<file path="src/dcc_regs.svh">
// register offsets, field positions, reset values and timing figures of the dual comparator control
// assumes an apb slave with 32-bit data, one aligned word per register
`ifndef DCC_REGS_SVH
`define DCC_REGS_SVH

`define DCC_ADDR_W        12
`define DCC_OFS_CONFIG    12'h000
`define DCC_OFS_TLINK     12'h004
`define DCC_OFS_REF       12'h008
`define DCC_OFS_IRQ       12'h00c

// comparator_config fields
`define DCC_CFG_TWO_RES   7
`define DCC_CFG_ONE_RES   6
`define DCC_CFG_TWO_INV   5
`define DCC_CFG_ONE_INV   4
`define DCC_CFG_SWITCH    3
`define DCC_CFG_MODE_HI   2
`define DCC_CFG_RESET     8'h00

// comparator_timer_link fields
`define DCC_TL_GATE_SEL   1
`define DCC_TL_SYNC       0
`define DCC_TL_RESET      2'h2

// reference_control fields
`define DCC_REF_EN        7
`define DCC_REF_RANGE     5
`define DCC_REF_LVL_HI    3
`define DCC_REF_RESET     8'h00
`define DCC_REF_WMASK     8'haf

// comparator irq register fields: flags in 1:0, enables in 5:4
`define DCC_IRQ_FLAG_LO   0
`define DCC_IRQ_EN_LO     4

// core clock phases: four system clocks per instruction cycle
`define DCC_PHASES        4
`define DCC_PHASE_FIRST   2'h0
`define DCC_PHASE_SECOND  2'h1

`endif

</file>
<file path="src/dcc_pkg.sv">
// types shared by the dual comparator control modules
// assumes dcc_regs.svh holds the register numeric constants; the mode codes are defined here
package dcc_pkg;

   // mode codes follow the 3-bit mode field; gray order is not meaningful for a decode
   typedef enum logic [2:0] {
      DCC_OFF_ANALOG  = 3'h0,
      DCC_THREE_IN    = 3'h1,
      DCC_FOUR_IN     = 3'h2,
      DCC_COMMON_REF  = 3'h3,
      DCC_TWO_INDEP   = 3'h4,
      DCC_ONE_INDEP   = 3'h5,
      DCC_COMMON_OUT  = 3'h6,
      DCC_OFF_DIGITAL = 3'h7
   } dcc_mode_type;

endpackage

</file>
<file path="src/dcc_sync_if.sv">
// carrier between the control top and the comparator-two sync latch
// assumes one clock; the timer falling-edge tick is an enable pulse on it
`timescale 1ns/10ps
interface dcc_sync_if;
   logic cmp_level;
   logic sync_on;
   logic fall_tick;
   logic cmp_synced;

   modport ctrl (output cmp_level, output sync_on, output fall_tick, input cmp_synced);
   modport latch (input cmp_level, input sync_on, input fall_tick, output cmp_synced);
endinterface

</file>
<file path="src/dcc_control.sv">
// dual comparator control: mode decode, polarity, input switch, change detection, timer gate, reference control
// assumes analog cells deliver raw compare levels synchronous to pclk and the timer delivers falling-edge ticks
//
// What this block does
// - an output change at the second-phase read instant sets its flag without a flag-set pulse.
// - an enabled comparator keeps running through sleep.
// - modes 000 and 111 power both comparators down.
// - output change wakes from sleep when comparator and peripheral enables are set.
// - after wake the next instruction runs; service routine only with global enable.
// - any reset returns both configuration registers to reset, forcing mode 000.
// - result bits 7 and 6 read one when plus exceeds minus, complemented if inverted.
// - invert bits 5 and 4 complement comparator two and one outputs.
// - in mode 010 the switch bit picks plus or minus pin for both comparators.
// - in mode 001 the switch bit acts on comparator one only.
// - the mode field in bits 2 to 0 decodes the eight documented modes.
// - gate select bit 1 routes the external pin when one, comparator two when zero.
// - sync bit 0 latches comparator two on timer clock falling edges; zero passes through.
// - the sync latch uses the prescaled timer clock.
// - capture on the falling edge while the timer counts on the rising edge.
// - reference enable bit 7 powers the reference; off drives its output to ground.
// - range bit picks low or high range; a 4-bit level gives 16 steps.
// - disabled, low range and level 0000 clamps output to ground with no current.
// - unimplemented bits read zero.
// - a read latch and a first-phase latch are compared; difference sets the flag.
// - the mismatch holds the flag set until a read or the output returns.
// - a write to the configuration register also does the clearing read.
// - flags clear only on software zero; software one sets a flag.
`timescale 1ns/10ps
`include "dcc_regs.svh"
module dcc_control (
   input  wire logic                  pclk,
   input  wire logic                  presetn,
   input  wire logic [`DCC_ADDR_W-1:0] paddr,
   input  wire logic                  psel,
   input  wire logic                  penable,
   input  wire logic                  pwrite,
   input  wire logic [31:0]           pwdata,
   output logic      [31:0]           prdata,
   output logic                       pready,
   output logic                       pslverr,
   input  wire logic                  cmp_one_raw,
   input  wire logic                  cmp_two_raw,
   input  wire logic                  peripheral_irq_enable,
   input  wire logic                  global_irq_enable,
   input  wire logic                  timer_clk_fall,
   input  wire logic                  external_gate_pin,
   output logic                       cmp_one_power,
   output logic                       cmp_two_power,
   output logic                       pins_digital,
   output logic                       cmp_one_minus_from_plus,
   output logic                       cmp_two_minus_from_plus,
   output logic                       result_pins_enable,
   output logic                       cmp_one_result,
   output logic                       cmp_two_result,
   output logic                       timer_gate,
   output logic                       reference_enable,
   output logic                       reference_range,
   output logic      [3:0]            reference_level,
   output logic                       reference_output_grounded,
   output logic                       reference_no_current,
   output logic                       cmp_one_flag_set,
   output logic                       cmp_two_flag_set,
   output logic                       cmp_irq_flag_out,
   output logic                       wake_req,
   output logic                       irq_req
);
   import dcc_pkg::*;

   // register state
   logic [5:0]   cfg_q;         // invert bits, input switch, mode field
   logic [1:0]   tlink_q;
   logic [7:0]   ref_q;
   logic [1:0]   flag_q;        // bit0 comparator one, bit1 comparator two
   logic [1:0]   ien_q;
   logic [1:0]   phase_q;
   logic [1:0]   q1_latch_q;
   logic [1:0]   read_latch_q;
   logic [1:0]   live_res;
   logic [1:0]   mism;
   logic [1:0]   mism_prev_q;
   logic [1:0]   new_mism;
   logic [1:0]   sw_flag_d;
   logic         first_phase;
   logic         second_phase;
   logic         acc;
   logic         wr;
   logic         cfg_touch;
   logic         mapped;
   logic [7:0]   rd_byte;
   dcc_mode_type mode;
   logic         cmps_on;

   dcc_sync_if sif ();

   dcc_sync_latch u_sync (
      .pclk    (pclk),
      .presetn (presetn),
      .sif     (sif)
   );

   // four-phase divider: first and second phase enables from the core clock
   always_ff @(posedge pclk or negedge presetn) begin
      if (!presetn) begin
         phase_q <= `DCC_PHASE_FIRST;
      end else begin
         phase_q <= phase_q + 2'h1;
      end
   end
   assign first_phase  = (phase_q == `DCC_PHASE_FIRST);
   assign second_phase = (phase_q == `DCC_PHASE_SECOND);

   // mode decode
   assign mode    = dcc_mode_type'(cfg_q[`DCC_CFG_MODE_HI:0]);
   assign cmps_on = (mode != DCC_OFF_ANALOG) && (mode != DCC_OFF_DIGITAL);

   // polarity: raw is one when plus exceeds minus; invert complements; off reads zero.
   // sleep does not gate this path, so an enabled comparator keeps detecting changes
   assign live_res[0] = cmps_on & (mode != DCC_ONE_INDEP) & (cmp_one_raw ^ cfg_q[`DCC_CFG_ONE_INV]);
   assign live_res[1] = cmps_on & (cmp_two_raw ^ cfg_q[`DCC_CFG_TWO_INV]);

   // apb decode; zero wait states, so every access phase completes in its first cycle
   assign acc       = psel & penable & pready;
   assign wr        = acc & pwrite;
   assign cfg_touch = acc & (paddr == `DCC_OFS_CONFIG);
   assign mapped    = (paddr == `DCC_OFS_CONFIG) || (paddr == `DCC_OFS_TLINK) ||
                      (paddr == `DCC_OFS_REF) || (paddr == `DCC_OFS_IRQ);

   // read mux; unimplemented bits read zero
   always_comb begin
      rd_byte = 8'h00;
      unique case (paddr)
         `DCC_OFS_CONFIG: rd_byte = {q1_latch_q[1], q1_latch_q[0], cfg_q};
         `DCC_OFS_TLINK:  rd_byte = {6'h00, tlink_q};
         `DCC_OFS_REF:    rd_byte = ref_q & `DCC_REF_WMASK;
         `DCC_OFS_IRQ:    rd_byte = {2'h0, ien_q, 2'h0, flag_q};
         default:         rd_byte = 8'h00;
      endcase
   end

   // bus answer registered in the setup cycle, shown during the access phase
   always_ff @(posedge pclk or negedge presetn) begin
      if (!presetn) begin
         pready  <= 1'b0;
         pslverr <= 1'b0;
         prdata  <= 32'h0000_0000;
      end else begin
         pready  <= psel & ~penable;
         pslverr <= psel & ~penable & ~mapped;
         prdata  <= (psel & ~penable & ~pwrite) ? {24'h00_0000, rd_byte} : 32'h0000_0000;
      end
   end

   // configuration register: result bits are read-only, rest reset to mode 000
   always_ff @(posedge pclk or negedge presetn) begin
      if (!presetn) begin
         cfg_q <= 6'(`DCC_CFG_RESET);
      end else if (wr && paddr == `DCC_OFS_CONFIG) begin
         cfg_q <= pwdata[5:0];
      end
   end

   // timer link register; gate select resets to the external pin
   always_ff @(posedge pclk or negedge presetn) begin
      if (!presetn) begin
         tlink_q <= `DCC_TL_RESET;
      end else if (wr && paddr == `DCC_OFS_TLINK) begin
         tlink_q <= pwdata[1:0];
      end
   end

   // reference control register
   always_ff @(posedge pclk or negedge presetn) begin
      if (!presetn) begin
         ref_q <= `DCC_REF_RESET;
      end else if (wr && paddr == `DCC_OFS_REF) begin
         ref_q <= pwdata[7:0] & `DCC_REF_WMASK;
      end
   end

   // interrupt enables for the two comparators
   always_ff @(posedge pclk or negedge presetn) begin
      if (!presetn) begin
         ien_q <= 2'h0;
      end else if (wr && paddr == `DCC_OFS_IRQ) begin
         ien_q <= pwdata[`DCC_IRQ_EN_LO +: 2];
      end
   end

   // first-phase latch follows the outputs every instruction cycle
   always_ff @(posedge pclk or negedge presetn) begin
      if (!presetn) begin
         q1_latch_q <= 2'h0;
      end else if (first_phase) begin
         q1_latch_q <= live_res;
      end
   end

   // read latch: loaded by any read of the configuration register, and by any write to it since a write opens with a read
   always_ff @(posedge pclk or negedge presetn) begin
      if (!presetn) begin
         read_latch_q <= 2'h0;
      end else if (cfg_touch) begin
         read_latch_q <= q1_latch_q;
      end
   end

   // mismatch persists until a read realigns the latches or the output returns
   assign mism = q1_latch_q ^ read_latch_q;

   // a change landing on the second-phase read instant is absorbed by that read, so no flag-set pulse
   always_ff @(posedge pclk or negedge presetn) begin
      if (!presetn) begin
         mism_prev_q <= 2'h0;
      end else if (!(second_phase && cfg_touch)) begin
         mism_prev_q <= mism;
      end
   end
   assign new_mism = (second_phase && cfg_touch) ? 2'h0 : (mism & ~mism_prev_q);

   // software write: zero clears, one sets as a simulated interrupt
   always_comb begin
      sw_flag_d = flag_q;
      if (wr && paddr == `DCC_OFS_IRQ) begin
         sw_flag_d = pwdata[`DCC_IRQ_FLAG_LO +: 2];
      end
   end

   // flags: hardware set beats a software clear in the same cycle; a live mismatch keeps them set
   always_ff @(posedge pclk or negedge presetn) begin
      if (!presetn) begin
         flag_q <= 2'h0;
      end else begin
         flag_q <= sw_flag_d | mism;
      end
   end

   // one pulse per comparator when a new mismatch appears
   always_ff @(posedge pclk or negedge presetn) begin
      if (!presetn) begin
         cmp_one_flag_set <= 1'b0;
         cmp_two_flag_set <= 1'b0;
      end else begin
         cmp_one_flag_set <= new_mism[0];
         cmp_two_flag_set <= new_mism[1];
      end
   end

   // wake ignores the global enable; the service request also needs it.
   // the core runs the instruction after sleep before vectoring, which this request leaves to it
   always_ff @(posedge pclk or negedge presetn) begin
      if (!presetn) begin
         cmp_irq_flag_out <= 1'b0;
         wake_req         <= 1'b0;
         irq_req          <= 1'b0;
      end else begin
         cmp_irq_flag_out <= |flag_q;
         wake_req         <= |(flag_q & ien_q) & peripheral_irq_enable;
         irq_req          <= |(flag_q & ien_q) & peripheral_irq_enable & global_irq_enable;
      end
   end

   // analog cell controls from the mode decode
   always_ff @(posedge pclk or negedge presetn) begin
      if (!presetn) begin
         cmp_one_power           <= 1'b0;
         cmp_two_power           <= 1'b0;
         pins_digital            <= 1'b0;
         cmp_one_minus_from_plus <= 1'b0;
         cmp_two_minus_from_plus <= 1'b0;
         result_pins_enable      <= 1'b0;
      end else begin
         cmp_one_power           <= cmps_on & (mode != DCC_ONE_INDEP);
         cmp_two_power           <= cmps_on;
         pins_digital            <= (mode == DCC_OFF_DIGITAL);
         cmp_one_minus_from_plus <= cfg_q[`DCC_CFG_SWITCH] &
                                    ((mode == DCC_FOUR_IN) || (mode == DCC_THREE_IN));
         cmp_two_minus_from_plus <= cfg_q[`DCC_CFG_SWITCH] & (mode == DCC_FOUR_IN);
         result_pins_enable      <= (mode == DCC_COMMON_OUT);
      end
   end

   // registered comparator results for pins and internal users
   always_ff @(posedge pclk or negedge presetn) begin
      if (!presetn) begin
         cmp_one_result <= 1'b0;
         cmp_two_result <= 1'b0;
      end else begin
         cmp_one_result <= live_res[0];
         cmp_two_result <= live_res[1];
      end
   end

   // comparator-two path toward the timer gate
   assign sif.cmp_level = live_res[1];
   assign sif.sync_on   = tlink_q[`DCC_TL_SYNC];
   assign sif.fall_tick = timer_clk_fall;

   // gate source: external pin when select is one, comparator two otherwise
   always_ff @(posedge pclk or negedge presetn) begin
      if (!presetn) begin
         timer_gate <= 1'b0;
      end else begin
         timer_gate <= tlink_q[`DCC_TL_GATE_SEL] ? external_gate_pin : sif.cmp_synced;
      end
   end

   // reference controls; disabled grounds the output, clamp state draws no current
   always_ff @(posedge pclk or negedge presetn) begin
      if (!presetn) begin
         reference_enable          <= 1'b0;
         reference_range           <= 1'b0;
         reference_level           <= 4'h0;
         reference_output_grounded <= 1'b1;
         reference_no_current      <= 1'b0;
      end else begin
         reference_enable          <= ref_q[`DCC_REF_EN];
         reference_range           <= ref_q[`DCC_REF_RANGE];
         reference_level           <= ref_q[`DCC_REF_LVL_HI:0];
         reference_output_grounded <= ~ref_q[`DCC_REF_EN];
         reference_no_current      <= ~ref_q[`DCC_REF_EN] & ref_q[`DCC_REF_RANGE] &
                                      (ref_q[`DCC_REF_LVL_HI:0] == 4'h0);
      end
   end

endmodule

</file>
<file path="src/dcc_sync_latch.sv">
// comparator-two output latch, loaded on the falling edge of the (prescaled) timer clock
// assumes the timer supplies that falling edge as a one-cycle tick synchronous to pclk
`timescale 1ns/10ps
module dcc_sync_latch (
   input  wire logic   pclk,
   input  wire logic   presetn,
   dcc_sync_if.latch   sif
);
   import dcc_pkg::*;

   logic held_q;

   // capture on the falling tick only, so the timer's rising-edge count never races the gate
   always_ff @(posedge pclk or negedge presetn) begin
      if (!presetn) begin
         held_q <= 1'b0;
      end else if (sif.fall_tick) begin
         held_q <= sif.cmp_level;
      end
   end

   // sync off passes the live level straight through
   assign sif.cmp_synced = sif.sync_on ? held_q : sif.cmp_level;
endmodule

</file>
<file path="config.mk">
export PLATFORM = sky130hd
export DESIGN_NAME = dcc_control
export DESIGN_NICKNAME = d
export VERILOG_FILES = /design/src/dcc_pkg.sv /design/src/dcc_sync_if.sv /design/src/dcc_control.sv /design/src/dcc_sync_latch.sv
export VERILOG_INCLUDE_DIRS = /design/src
export SDC_FILE = /design/constraint.sdc
export NUM_CORES = 1
export LEC_CHECK = 0
export BUFFER_PORTS_ARGS = -buffer_cell sky130_fd_sc_hd__clkbuf_2
export CAP_MARGIN = 20
export CORE_MARGIN = 3
export CORE_UTILIZATION = 40
export CTS_BUF_LIST = sky130_fd_sc_hd__clkbuf_8
export DETAILED_ROUTE_END_ITERATION = 6
export PLACE_DENSITY_LB_ADDON = 0.3
export SYNTH_ARGS = -nofsm -noshare
export SYNTH_HDL_FRONTEND = slang
export SYNTH_SLANG_ARGS = --single-unit
</file>
<file path="constraint.sdc">
create_clock -name pclk -period 2.1 [get_ports pclk]
set_input_delay 0.105 -clock pclk [delete_from_list [all_inputs] [get_ports pclk]]
set_output_delay 0.105 -clock pclk [all_outputs]
set_load 0.02 [all_outputs]
</file>
==> impl_metrics.prom <==
# TYPE chip_impl_metric gauge
chip_impl_info{name="worstPathCellList",value="dlygate4sd3_1 -> clkbuf_2 -> nand4_1 -> buf_4 -> or4_4 -> mux2_4"} 1
chip_impl_metric{name="pre_cts_ws",unit="ps"} 117
chip_impl_metric{name="cellLeakagePower",unit="nW"} 1.66
chip_impl_metric{name="ys_ff_latch",unit=""} 59
chip_impl_metric{name="clock_sinks",unit=""} 59
chip_impl_metric{name="critical_path.max_stage_delay",unit="ps"} 530
chip_impl_info{name="crit_family",value="buffers and inverters"} 1
chip_impl_metric{name="timing.critical_path.required",unit="ps"} 2310
chip_impl_metric{name="worst_hold_path.num_cells",unit=""} 2
chip_impl_metric{name="initial_antenna_violation_count",unit=""} 0
chip_impl_metric{name="detail_route.wirelength",unit="µm"} 5030
chip_impl_metric{name="ys_types",unit=""} 39
chip_impl_metric{name="gr-usage-met1",unit="%"} 19.1
chip_impl_metric{name="power.ir.vdd_worst",unit="mV"} 0.494
chip_impl_metric{name="worst-r2r-cell-count",unit=""} 4
chip_impl_metric{name="grt_pass1_vias",unit=""} 1694
chip_impl_metric{name="seq_area_frac_synth",unit="%"} 56.0
chip_impl_metric{name="ant_nets",unit=""} 0
chip_impl_metric{name="synth_cells",unit=""} 192
chip_impl_metric{name="clockBufferDepth",unit=""} 2
chip_impl_metric{name="timing.final.setup_violations",unit=""} 0
chip_impl_metric{name="grt_met2_usage",unit="%"} 22.5
chip_impl_metric{name="synth-edff-count",unit=""} 0
chip_impl_info{name="root_buffer",value="sky130_fd_sc_hd__clkbuf_8"} 1
chip_impl_metric{name="drtIter0Drc",unit=""} 85
chip_impl_metric{name="max_slew.worst_pin.slew",unit="ps"} 722
chip_impl_metric{name="io_pins",unit=""} 111
chip_impl_metric{name="initial_core_util",unit="%"} 42.9
chip_impl_info{name="worst_setup_path_startpoint",value="penable"} 1
chip_impl_metric{name="post_drt_via_cell_ratio",unit=""} 4.81
chip_impl_metric{name="stdcell_count",unit=""} 348
chip_impl_metric{name="totalPowerFinal",unit="mW"} 2.32
chip_impl_metric{name="finish.utilization",unit="%"} 52.2
chip_impl_metric{name="yosys_warnings",unit=""} 0
chip_impl_metric{name="post-route-drc-count",unit=""} 0
chip_impl_metric{name="max_cap_viol_count",unit=""} 0
chip_impl_metric{name="final_nets",unit=""} 326
chip_impl_metric{name="period_minus_slack",unit="ps"} 1660
chip_impl_metric{name="grt_util_all_layers",unit="%"} 14.8
chip_impl_metric{name="worstSkewPairLatency",unit="ps"} 330
chip_impl_metric{name="finalSetupTns",unit="ps"} 0
chip_impl_metric{name="grt_overflow_total",unit=""} 0
chip_impl_metric{name="route.vias.total",unit=""} 1674
chip_impl_metric{name="grt_first_pass_wirelength",unit="µm"} 8470
chip_impl_info{name="grt-busiest-layer",value="met2"} 1
chip_impl_metric{name="finalCritPeriodShare",unit="%"} 78.8
chip_impl_info{name="worst_r2r_endpoint",value="tlink_q[0]"} 1
chip_impl_metric{name="avg_cell_area_syn",unit="µm²"} 13.8
chip_impl_metric{name="r2r_setup_slack",unit="ps"} 490
chip_impl_info{name="synth_area_leaders",value="sky130_fd_sc_hd__dfrtp_1 54%, sky130_fd_sc_hd__mux2_4 8.0%, sky130_fd_sc_hd__buf_4 7.1%"} 1
chip_impl_metric{name="num_antenna_cells",unit=""} 0
chip_impl_info{name="rsz0062_at_grt",value="no"} 1
chip_impl_metric{name="worstPathArrival",unit="ps"} 1870
chip_impl_metric{name="met3_usage",unit="%"} 6.24
chip_impl_metric{name="core_area",unit="mm²"} 0.00617
chip_impl_metric{name="cellPowerDensity",unit="mW/mm²"} 720
chip_impl_metric{name="fp.dieArea",unit="mm²"} 0.00762
chip_impl_info{name="regToRegStartpoint",value="pready"} 1
chip_impl_metric{name="die_height",unit="µm"} 87.3
chip_impl_metric{name="numCtsBuffers",unit=""} 9
chip_impl_info{name="start_kind",value="input pin"} 1
chip_impl_metric{name="timing.max_slew.rel_slack",unit="%"} 51.9
chip_impl_metric{name="relative_area_change_from_synthesis_to_final_layout",unit="%"} 21.8
chip_impl_info{name="run_status",value="completed"} 1
chip_impl_metric{name="synthesized_cell_area",unit="mm²"} 0.00264
chip_impl_metric{name="upper_clock_frequency_limit",unit="GHz"} 0.604
chip_impl_metric{name="wire_per_inst",unit="µm"} 14.5
chip_impl_info{name="hold_class",value="input pin to flip-flop"} 1
chip_impl_info{name="most_common_cell_after_layout_fill_and_taps_aside",value="sky130_fd_sc_hd__clkbuf_2"} 1
chip_impl_metric{name="cp_num_cells",unit=""} 6
chip_impl_info{name="hold_end",value="wake_req"} 1
chip_impl_metric{name="fin_hold_ws",unit="ps"} 22.3
chip_impl_metric{name="maxSlewViolCount",unit=""} 0
chip_impl_metric{name="layout-drive-gt1-share",unit="%"} 44.7
chip_impl_metric{name="floorplan.die.width",unit="µm"} 87.3
chip_impl_metric{name="port-buffer-count",unit=""} 61
chip_impl_metric{name="dpl-instance-area",unit="mm²"} 0.00297
chip_impl_metric{name="dpl.cell_count",unit=""} 329
chip_impl_info{name="cts_tree",value="built"} 1
chip_impl_metric{name="layout_setup_ws",unit="ps"} 444
chip_impl_metric{name="finalHoldViolations",unit=""} 0
chip_impl_info{name="synth_top_cell_by_area",value="sky130_fd_sc_hd__dfrtp_1"} 1
chip_impl_metric{name="clk_pin_slew_worst_paths",unit="ps"} 60
chip_impl_metric{name="cell_row_count",unit=""} 28
chip_impl_metric{name="cp_max_fo",unit=""} 5
chip_impl_info{name="critical_path_class",value="input pin to flip-flop"} 1
chip_impl_metric{name="routabilityCongestion",unit=""} 0.835
chip_impl_metric{name="fin_skew",unit="ps"} 7.19
chip_impl_info{name="synth_top_flop_cell",value="sky130_fd_sc_hd__dfrtp_1"} 1
chip_impl_metric{name="synth-async-reset-ratio",unit="%"} 100
chip_impl_info{name="layout.cells.most_common_list",value="61 x sky130_fd_sc_hd__clkbuf_2, 57 x sky130_fd_sc_hd__dfrtp_1, 24 x sky130_fd_sc_hd__conb_1"} 1
chip_impl_metric{name="h-tree-depth",unit=""} 3
chip_impl_metric{name="hpwl_after_detailed_placement",unit="µm"} 3700
chip_impl_metric{name="drt_first_pass_iters",unit=""} 4
chip_impl_metric{name="pin_count_of_the_biggest_net_entering_global_routing",unit=""} 60
chip_impl_metric{name="fin_area",unit="mm²"} 0.00322
chip_impl_info{name="critical_path_slowest_stage_cell",value="sky130_fd_sc_hd__dlygate4sd3_1"} 1
chip_impl_metric{name="crit_buf_inv",unit=""} 3
chip_impl_metric{name="yosys.area.top_type_share",unit="%"} 54.0
chip_impl_info{name="worst_hold_startpoint",value="peripheral_irq_enable"} 1
chip_impl_metric{name="postCtsSetupBuffers",unit=""} 0
chip_impl_info{name="worst_setup_path_end_kind",value="flip-flop"} 1
## synth_stat cells, types with 4 or more instances
| master | number |
|---|---|
| sky130_fd_sc_hd__buf_4 | 25 |
| sky130_fd_sc_hd__dfrtp_1 | 57 |
| sky130_fd_sc_hd__inv_1 | 4 |
| sky130_fd_sc_hd__mux2_2 | 11 |
| sky130_fd_sc_hd__mux2_4 | 14 |
| sky130_fd_sc_hd__mux2i_1 | 5 |
| sky130_fd_sc_hd__nand4_1 | 4 |
| sky130_fd_sc_hd__nor2_1 | 9 |
| sky130_fd_sc_hd__nor2b_1 | 4 |
| sky130_fd_sc_hd__nor3_1 | 7 |
| sky130_fd_sc_hd__nor3b_1 | 4 |
## logic make-up after synthesis
group | synth area share [%]
DFF | 56.0
and+or+nand+nor | 14.4
buffers and inverters | 8.66
muxes | 16.2
AOI/OAI and AO/OA | 1.99
xor gates and xnor gates | 1.66
adders and majority gates | 0.947
other | 0.142
## layer usage
| metal | routed length (µm) | up-vias |
|---|---|---|
| li1 | - | 795 |
| met2 | 2360 | 65 |
| met5 | 0 | - |
| met3 | 381 | 6 |
| met1 | 2210 | 808 |
| met4 | 70 | 0 |
## worst max path at each step
stage	to	slack [ps]
global route	tlink_q[0]	420
detailed placement	tlink_q[0]	120
global placement	tlink_q[0]	140
CTS	tlink_q[0]	470
finish	tlink_q[0]	440
floorplan	tlink_q[0]	310
## sequential cells by signal, summed over array words and instances, names as in the netlist, 2 cells and up
| signal | count |
|---|---|
| prdata | 8 |
| cfg_q | 6 |
| ref_q | 6 |
| reference_level | 4 |
| flag_q | 2 |
| ien_q | 2 |
| mism_prev_q | 2 |
| phase_q | 2 |
| q1_latch_q | 2 |
| read_latch_q | 2 |
| tlink_q | 2 |
## power breakdown
part	internal, mW	switching (mW)	leakage [nW]	total, mW
Clock	0.632	0.398	0.110	1.03
Combinational	0.0452	0.101	0.750	0.147
Sequential	1.14	0.00165	0.796	1.14
Total	1.82	0.501	1.66	2.32
## area by class of cell
cell class,count,area (µm²)
Clock buffer,12,165
Clock inverter,3,38.8
Fill cell,558,2950
Inverter,4,15.0
Multi-Input combinational cell,122,1020
Sequential cell,59,1480
Tap cell,75,93.8
Timing Repair Buffer,73,405
## timing repair
action,in CTS,in global routing
hold buffers,4,0
endpoints found under the hold margin,60,0
endpoints found under the setup margin,0,0
resized for setup,0,0
No activity file was read; power rests on OpenSTA's default activity.
